**config.mk**
```make
export PLATFORM = sky130hd
export DESIGN_NAME = wbm_port
export DESIGN_NICKNAME = d
export VERILOG_FILES = /design/src/shared/wbm_pkg.sv /design/src/design/wbm_port.sv /design/src/design/wbm_lane.sv
export SDC_FILE = /design/constraint.sdc
export NUM_CORES = 1
export LEC_CHECK = 0
export ABC_AREA = 1
export BUFFER_PORTS_ARGS = -buffer_cell sky130_fd_sc_hd__clkbuf_2
export CORE_ASPECT_RATIO = 1.75
export CORE_UTILIZATION = 30
export CTS_CLUSTER_DIAMETER = 60
export DETAILED_ROUTE_END_ITERATION = 8
export HOLD_SLACK_MARGIN = 0.03
export MAX_ROUTING_LAYER = met4
export RECOVER_POWER = 50
export SLEW_MARGIN = 30
export SYNTH_ARGS = -nofsm -noshare
export SYNTH_HDL_FRONTEND = slang
export SYNTH_HIERARCHICAL = 1
export SYNTH_SLANG_ARGS = --single-unit
```
**constraint.sdc**
```tcl
create_clock -name clk -period 5.7 [get_ports clk]
set_clock_uncertainty 0.15 [all_clocks]
set_input_delay 0.855 -clock clk [delete_from_list [all_inputs] [get_ports clk]]
set_output_delay 0.855 -clock clk [all_outputs]
set_load 0.01 [all_outputs]
```
**src/shared/wbm_pkg.sv**
```systemverilog
// Package for the bus master port: constants, sizes and carrier structs
package wbm_pkg;
    localparam int ADDR_W = 32;
    localparam int DATA_W = 32;
    localparam int SEL_W = 4;
    localparam int CTI_W = 3;
    localparam int BTE_W = 2;

    // Access sizes requested by the core
    typedef enum logic [1:0] {
        WBM_SZ_BYTE = 2'b00,
        WBM_SZ_HALF = 2'b01,
        WBM_SZ_WORD = 2'b10
    } wbm_size_type;

    // Byte select patterns, big-endian lane order
    localparam logic [3:0] SEL_WORD = 4'hF;
    localparam logic [3:0] SEL_HALF_HI = 4'hC;
    localparam logic [3:0] SEL_HALF_LO = 4'h3;
    localparam logic [3:0] SEL_BYTE0 = 4'h8;
    localparam logic [3:0] SEL_BYTE1 = 4'h4;
    localparam logic [3:0] SEL_BYTE2 = 4'h2;
    localparam logic [3:0] SEL_BYTE3 = 4'h1;
    localparam logic [2:0] CTI_CLASSIC = 3'h0;
    localparam logic [1:0] BTE_LINEAR = 2'h0;
    localparam int HALF_BIT = 1;
    localparam int BYTE_W = 8;
    localparam int HALF_W = 16;

    // Core-side request
    typedef struct packed {
        logic [ADDR_W-1:0] addr;
        logic [DATA_W-1:0] wdata;
        wbm_size_type size;
        logic write;
        logic lock;
    } wbm_req_type;

    // Bus-side outputs
    typedef struct packed {
        logic [ADDR_W-1:0] adr;
        logic [DATA_W-1:0] dat;
        logic [SEL_W-1:0] sel;
        logic we;
        logic stb;
        logic cyc;
        logic lock;
        logic [CTI_W-1:0] cti;
        logic [BTE_W-1:0] bte;
    } wbm_bus_type;

    // Core-side answer
    typedef struct packed {
        logic [DATA_W-1:0] rdata;
        logic done;
        logic err;
    } wbm_rsp_type;

    typedef enum logic [0:0] {
        WBM_IDLE = 1'b0,
        WBM_BUSY = 1'b1
    } wbm_state_type;
endpackage

```
**src/design/wbm_port.sv**
```systemverilog
// Bus master port: single classic cycles for the core's loads and stores
// Functional notes
// [RULE1] Master with 32-bit address, write and read data, write enable, acknowledge.
// [RULE2] Strobe stays high for the whole read or write cycle.
// [RULE3] Cycle high while a valid bus cycle is in progress, low otherwise.
// [RULE4] Lock high for uninterruptible cycles; arbiter must not regrant meanwhile.
// [RULE5] Cycle-type and burst-type driven constant; slaves must not rely on them.
// [RULE6] Word selects 1111; halfword 0011 if address bit 1 set, else 1100.
// [RULE7] Byte select one-hot from low address bits, 00 gives 1000.
// [RULE8] Big-endian: lowest address byte carries the most significant bits.
// [RULE9] All bus activity on the input clock; core clock output equals it.
// [RULE10] Address, data, select, write enable held stable until acknowledge.
// [RULE11] Read data sampled at acknowledge edge, only enabled lanes for loads.
`timescale 1ns/1ps
`default_nettype none
module wbm_port (
    // Clock and reset
    input wire logic clk,
    input wire logic rst_n,
    input wire logic ce,
    output logic core_clk,
    // Core request
    input wire logic req_valid,
    input wire wbm_pkg::wbm_req_type req,
    output logic req_ready,
    output wbm_pkg::wbm_rsp_type rsp,
    // Bus
    input wire logic [wbm_pkg::DATA_W-1:0] bus_read_data_in,
    input wire logic bus_acknowledge_in,
    input wire logic bus_error_in,
    output logic [wbm_pkg::DATA_W-1:0] bus_write_data_out,
    output logic [wbm_pkg::SEL_W-1:0] bus_byte_select_out,
    output logic bus_write_enable_out,
    output logic bus_strobe_out,
    output logic bus_cycle_out,
    output logic bus_lock_out,
    output logic [wbm_pkg::ADDR_W-1:0] bus_address_out,
    output logic [wbm_pkg::CTI_W-1:0] bus_cycle_type_out,
    output logic [wbm_pkg::BTE_W-1:0] bus_burst_type_out
);
    import wbm_pkg::*;

    // ****************************************
    // State
    // ****************************************
    typedef struct packed {
        wbm_state_type st;
        wbm_bus_type bus;
        wbm_size_type size;
        wbm_rsp_type rsp;
    } wbm_regs_type;

    wbm_regs_type s_r;
    wbm_regs_type s_nxt;
    logic [SEL_W-1:0] sel;
    logic [DATA_W-1:0] lane_wdata;
    logic [DATA_W-1:0] lane_rdata;

    // ****************************************
    // Lane steering
    // ****************************************
    // Write side decodes the incoming request; read side the held address
    logic [1:0] lane_addr;
    wbm_size_type lane_size;
    assign lane_addr = (s_r.st == WBM_BUSY) ? s_r.bus.adr[1:0] : req.addr[1:0];
    assign lane_size = (s_r.st == WBM_BUSY) ? s_r.size : req.size;

    wbm_lane u_lane (
        .addr_lo(lane_addr),
        .size(lane_size),
        .wdata(req.wdata),
        .bus_rdata(bus_read_data_in),
        .sel(sel),
        .lane_wdata(lane_wdata),
        .lane_rdata(lane_rdata)
    );

    // ****************************************
    // Next state
    // ****************************************
    always_comb begin
        s_nxt = s_r;
        s_nxt.rsp.done = 1'b0;
        s_nxt.rsp.err = 1'b0;
        s_nxt.bus.cti = CTI_CLASSIC; // see [RULE5]
        s_nxt.bus.bte = BTE_LINEAR; // see [RULE5]
        case (s_r.st)
            WBM_IDLE: begin
                if (req_valid) begin
                    s_nxt.st = WBM_BUSY;
                    s_nxt.bus.adr = req.addr; // see [RULE1]
                    s_nxt.bus.dat = lane_wdata;
                    s_nxt.bus.sel = sel; // see [RULE6]
                    s_nxt.bus.we = req.write;
                    s_nxt.bus.stb = 1'b1; // see [RULE2]
                    s_nxt.bus.cyc = 1'b1; // see [RULE3]
                    s_nxt.bus.lock = req.lock; // see [RULE4]
                    s_nxt.size = req.size;
                end else begin
                    s_nxt.bus.lock = 1'b0;
                end
            end
            WBM_BUSY: begin
                // Outputs held untouched until the slave answers
                if (bus_acknowledge_in || bus_error_in) begin // see [RULE10]
                    s_nxt.st = WBM_IDLE;
                    s_nxt.bus.stb = 1'b0; // see [RULE2]
                    s_nxt.bus.cyc = 1'b0; // see [RULE3]
                    s_nxt.bus.we = 1'b0;
                    // Lock drops on entering idle, even if the core chains another
                    s_nxt.bus.lock = 1'b0; // see [RULE4]
                    s_nxt.rsp.done = 1'b1;
                    s_nxt.rsp.err = bus_error_in && !bus_acknowledge_in;
                    if (!s_r.bus.we && bus_acknowledge_in) begin
                        s_nxt.rsp.rdata = lane_rdata; // see [RULE11]
                    end
                end
            end
            default: s_nxt.st = WBM_IDLE;
        endcase
    end

    // ****************************************
    // Registers
    // ****************************************
    // Clock enable low freezes every flop, bus cycle included
    always_ff @(posedge clk or negedge rst_n) begin // see [RULE9]
        if (!rst_n) begin
            s_r <= '0;
        end else if (ce) begin
            s_r <= s_nxt;
        end
    end

    // ****************************************
    // Outputs
    // ****************************************
    assign core_clk = clk; // see [RULE9]
    assign req_ready = (s_r.st == WBM_IDLE);
    assign rsp = s_r.rsp;
    assign bus_address_out = s_r.bus.adr;
    assign bus_write_data_out = s_r.bus.dat;
    assign bus_byte_select_out = s_r.bus.sel;
    assign bus_write_enable_out = s_r.bus.we;
    assign bus_strobe_out = s_r.bus.stb;
    assign bus_cycle_out = s_r.bus.cyc;
    assign bus_lock_out = s_r.bus.lock;
    assign bus_cycle_type_out = s_r.bus.cti;
    assign bus_burst_type_out = s_r.bus.bte;
endmodule
`default_nettype wire

```
**src/design/wbm_lane.sv**
```systemverilog
// Byte lane steering: select decode, write placement, read extraction
`timescale 1ns/1ps
`default_nettype none
module wbm_lane (
    // Access
    input wire logic [1:0] addr_lo,
    input wire wbm_pkg::wbm_size_type size,
    input wire logic [wbm_pkg::DATA_W-1:0] wdata,
    input wire logic [wbm_pkg::DATA_W-1:0] bus_rdata,
    // Results
    output logic [wbm_pkg::SEL_W-1:0] sel,
    output logic [wbm_pkg::DATA_W-1:0] lane_wdata,
    output logic [wbm_pkg::DATA_W-1:0] lane_rdata
);
    import wbm_pkg::*;

    function automatic logic [SEL_W-1:0] sel_of(input logic [1:0] a, input wbm_size_type s);
        case (s)
            WBM_SZ_WORD: sel_of = SEL_WORD; // see [RULE6]
            WBM_SZ_HALF: sel_of = a[HALF_BIT] ? SEL_HALF_LO : SEL_HALF_HI; // see [RULE6]
            default: begin
                case (a)
                    2'h0: sel_of = SEL_BYTE0; // see [RULE7]
                    2'h1: sel_of = SEL_BYTE1;
                    2'h2: sel_of = SEL_BYTE2;
                    default: sel_of = SEL_BYTE3;
                endcase
            end
        endcase
    endfunction

    always_comb begin
        sel = sel_of(addr_lo, size);
        lane_wdata = '0;
        lane_rdata = '0;
        case (size)
            // Lowest address lands on the most significant lane
            WBM_SZ_WORD: begin
                lane_wdata = wdata;
                lane_rdata = bus_rdata;
            end
            WBM_SZ_HALF: begin
                lane_wdata = {2{wdata[HALF_W-1:0]}}; // see [RULE8]
                lane_rdata[HALF_W-1:0] = addr_lo[HALF_BIT] ? bus_rdata[HALF_W-1:0]
                                                           : bus_rdata[DATA_W-1:HALF_W]; // see [RULE11]
            end
            default: begin
                lane_wdata = {4{wdata[BYTE_W-1:0]}}; // see [RULE8]
                case (addr_lo)
                    2'h0: lane_rdata[BYTE_W-1:0] = bus_rdata[31:24]; // see [RULE11]
                    2'h1: lane_rdata[BYTE_W-1:0] = bus_rdata[23:16];
                    2'h2: lane_rdata[BYTE_W-1:0] = bus_rdata[15:8];
                    default: lane_rdata[BYTE_W-1:0] = bus_rdata[7:0];
                endcase
            end
        endcase
    end
endmodule
`default_nettype wire

```
# Word-level counts from Yosys, hierarchy flattened
# Cells that the tools add are included.
# totals
regBits,109
out_inout_bits,113
wordCells,48
# op_classes
n_bitwise,1
n_reduce_logical,10
n_eq_ne,6
mux,19
# op_table
operator,count
$mux 72,1
$pmux 32 s2,1
$mux 16,2
$pmux 8 s2,2
$pmux 8 s3,1
$pmux 4 s2,2
$pmux 4 s3,1
$mux 2,4
$mux 4,2
$reduce_and 3->1,2
$eq 2x1->1 const B,2
$eq 2x2->1 const B,2
$reduce_and 4->1,1
$logic_and 1x1->1,2
$logic_not 1->1,2
$logic_not 2->1,1
$mux 1,2
$ne 2x1->1 const B,1
$ne 2x2->1 const B,1
$pmux 1 s2,1
$reduce_and 2->1,1
$logic_or 1x1->1,1
$not 1->1,1

# Logic depth before layout (Yosys ltp)
# logic_depth
word_depth,6
mapped_depth,15
ltp_nobuf,12

# Modules after synthesis
# The synthesis kept the hierarchy.
# modules_own_cells
module,area_each_um2,cells_per_inst,seq_area_each_um2,n_inst
wbm_port,5200.0,585,2702.6,1
wbm_lane,1281.2,266,0.0,1

==> impl_metrics.py <==
metrics = {
    "synthesis": {
        "synth_cell_types": 26,
        "yosysSeqAreaShare": 0.417,
        "yosysMostFrequentCell": "nand2_1",
        "netlist.area_leader.share": 0.417,
        "synth_common_cells": "249 x nand2_1, 121 x buf_4, 112 x inv_1, 108 x dfrtp_1, 77 x nand3_1",
        "synth-edff-count": 0,
        "synth_ff_type": "dfrtp_1",
        "synth_area_um2": 6480,
        "ys_ff_latch": 108,
        "async_flop_share": 1.00,
        "ys_warn_count": 6,
        "synth_cells": 851,
        "syn_avg_cell_area_um2": 7.62,
        "synthTopCellsByArea": "dfrtp_1 42%, nand2_1 14%, buf_4 14%",
        "yosys.area.top_type": "dfrtp_1",
    },
    "outcome": {
        "status": "finished with violations",
        "violations": "capacitance limit, slew limit",
    },
    "power_and_ir_drop": {
        "powerDensity_nw_per_um2": 459,
        "p_leak_nw": 4.01,
        "finalPower_w": 0.00320,
        "peakVddDrop_mv": 0.141,
    },
    "timing": {
        "hold_slack_ns": 0.322,
        "slew_headroom": -0.282,
        "tns_ns": 0,
        "setup_viol": 0,
        "rsz0062_at_grt": "false",
        "hold_viol": 0,
        "maxSlewViolCount": 38,
        "tightest_slew_ns": 1.92,
    },
    "cts": {
        "htree_levels": 3,
        "clk_latency_ns": 0.36,
        "post_cts_buffers": 0,
        "cts.repair.resized": 0,
        "cts_root_buf": "clkbuf_16",
        "cts_tree": "yes",
        "holdBufCountCts": 0,
        "clockBufferDepth": 2,
        "cts-buffers-inserted": 9,
        "path_clk_slew_ns": 0.07,
    },
    "worst_setup_path": {
        "cp-start-kind": "clock port",
        "path_max_fanout": 15,
        "crit_type": "clock port to output port",
        "end_kind": "output port",
        "critPathArrivalTime_ns": 3.34,
        "required_ns": 4.70,
    },
    "route": {
        "first_pass_iters": 5,
        "ant_nets": 0,
        "routedWlPerCell_um": 14.9,
        "drt-total-wl_um": 17700,
        "drt_iter0_drc": 236,
        "route.detailed.drc": 0,
        "viasPerCell": 4.53,
        "vias": 5359,
    },
    "cells_and_area": {
        "final_nets": 1035,
        "multi_input_area_um2": 2180,
        "nFillCells": 2331,
        "seqCellArea_um2": 2700,
        "drive_above_1_share": 0.232,
        "area_delta_synth_final_pct": 7.49,
        "fin_util": 0.331,
        "final_area_um2": 6970,
    },
    "run": {
        "drv_cap": 1,
    },
    "grt": {
        "grt.total_usage": 0.168,
        "grt_pass1_wl_um": 27600,
        "grt_pass1_vias": 5187,
        "overflow": 0,
        "grt_max_degree": 81,
        "antenna_found_initial": 1,
    },
    "placed_design": {
        "placed_area_um2": 6750,
        "hpwl_um": 13200,
        "io_buffers": 213,
        "place.gp.congestion": 0.857,
    },
    "floorplan": {
        "num_rows": 70,
        "die_y_um": 196,
        "die-area_um2": 22200,
        "die_w_um": 113,
        "io_pins": 219,
        "initial_utilization": 0.308,
        "coreArea_um2": 21000,
    },
    "worst_hold_path": {
        "hold_path_class": "flip-flop to flip-flop",
    },
}
placed cells by master (no fill, tap or decap), drive strengths merged:
cell and n:
nand2 252, clkbuf 222, inv 116, dfrtp 108, o21ai 101, nand3 78
nor2 24, o211ai 7, conb 5, buf 5, clkinv 3, a21oi 2
nand4 2, o31ai 2, ha 2, clkinvlp 2, diode 1
power by group:
part           total [W]  switching (W)  internal, W
sequential       0.00122       0.000173      0.00105
combinational    0.00137       0.000898     0.000471
clock           0.000604       0.000305     0.000299
worst max-delay path: stages:
cell and delay, ns:
clkbuf_16 0.17, clkbuf_16 0.18, clkbuf_2 0.13
path summary, 6_finish.rpt:
check / slack [ns] / end / start / depth (start not counted)
max in group asynchronous: 2.74 / rsp[29] / rst_n / 2
setup / recovery: 1.36 / core_clk / clk / 3
hold / removal: 0.32 / rsp[27] / rsp[27] / 2
hold reg to reg: 0.32 / rsp[27] / rsp[27] / 2
setup reg to reg: 2.48 / bus_write_data_out[9] / s_r[113] / 10
min in group asynchronous: 0.38 / bus_write_data_out[2] / rst_n / 1
routing by layer:
layer,global-route usage,part of all wire
met1,0.188,0.39
met2,0.288,0.53
met3,0.0231,0.044
met4,0.0936,0.038
met5,-,0
kinds of logic (layout without fill, tap and decap cells):
kind of cell	Yosys count	in the layout	synth area share
other	1	6	0.000579
DFF	108	108	0.417
and+or+nand+nor	356	356	0.231
buffers and inverters	272	348	0.249
adders and majority gates	2	2	0.00386
AOI/OAI and AO/OA	112	112	0.0985
sequential cells by signal, summed over array words and instances (netlist names):
| signal | flops |
|---|---|
| s_r | 3 |
| bus_lock_out | 1 |
| bus_address_out | 32 |
| bus_byte_select_out | 4 |
| bus_write_enable_out | 1 |
| bus_strobe_out | 1 |
| bus_write_data_out | 32 |
| rsp | 34 |
area by class of cell:
type | instances | area share
diodes | 1 | 0.000359
clock buffers | 10 | 0.0330
repair buffers | 217 | 0.152
flip-flops and latches | 108 | 0.388
multi-input cells | 475 | 0.313
well taps | 252 | 0.0453
clock inverters | 6 | 0.00575
inverters | 115 | 0.0623
per-stage QoR:
step,cells,setup WS [ns]
6_report,1184,1.36
5_1_grt,1184,1.34
4_1_cts,1182,1.34
3_5_place_dp,1167,1.74
3_3_place_gp,1167,1.74
2_1_floorplan,855,1.73
Note: power is estimated with default switching activity, not from simulation.
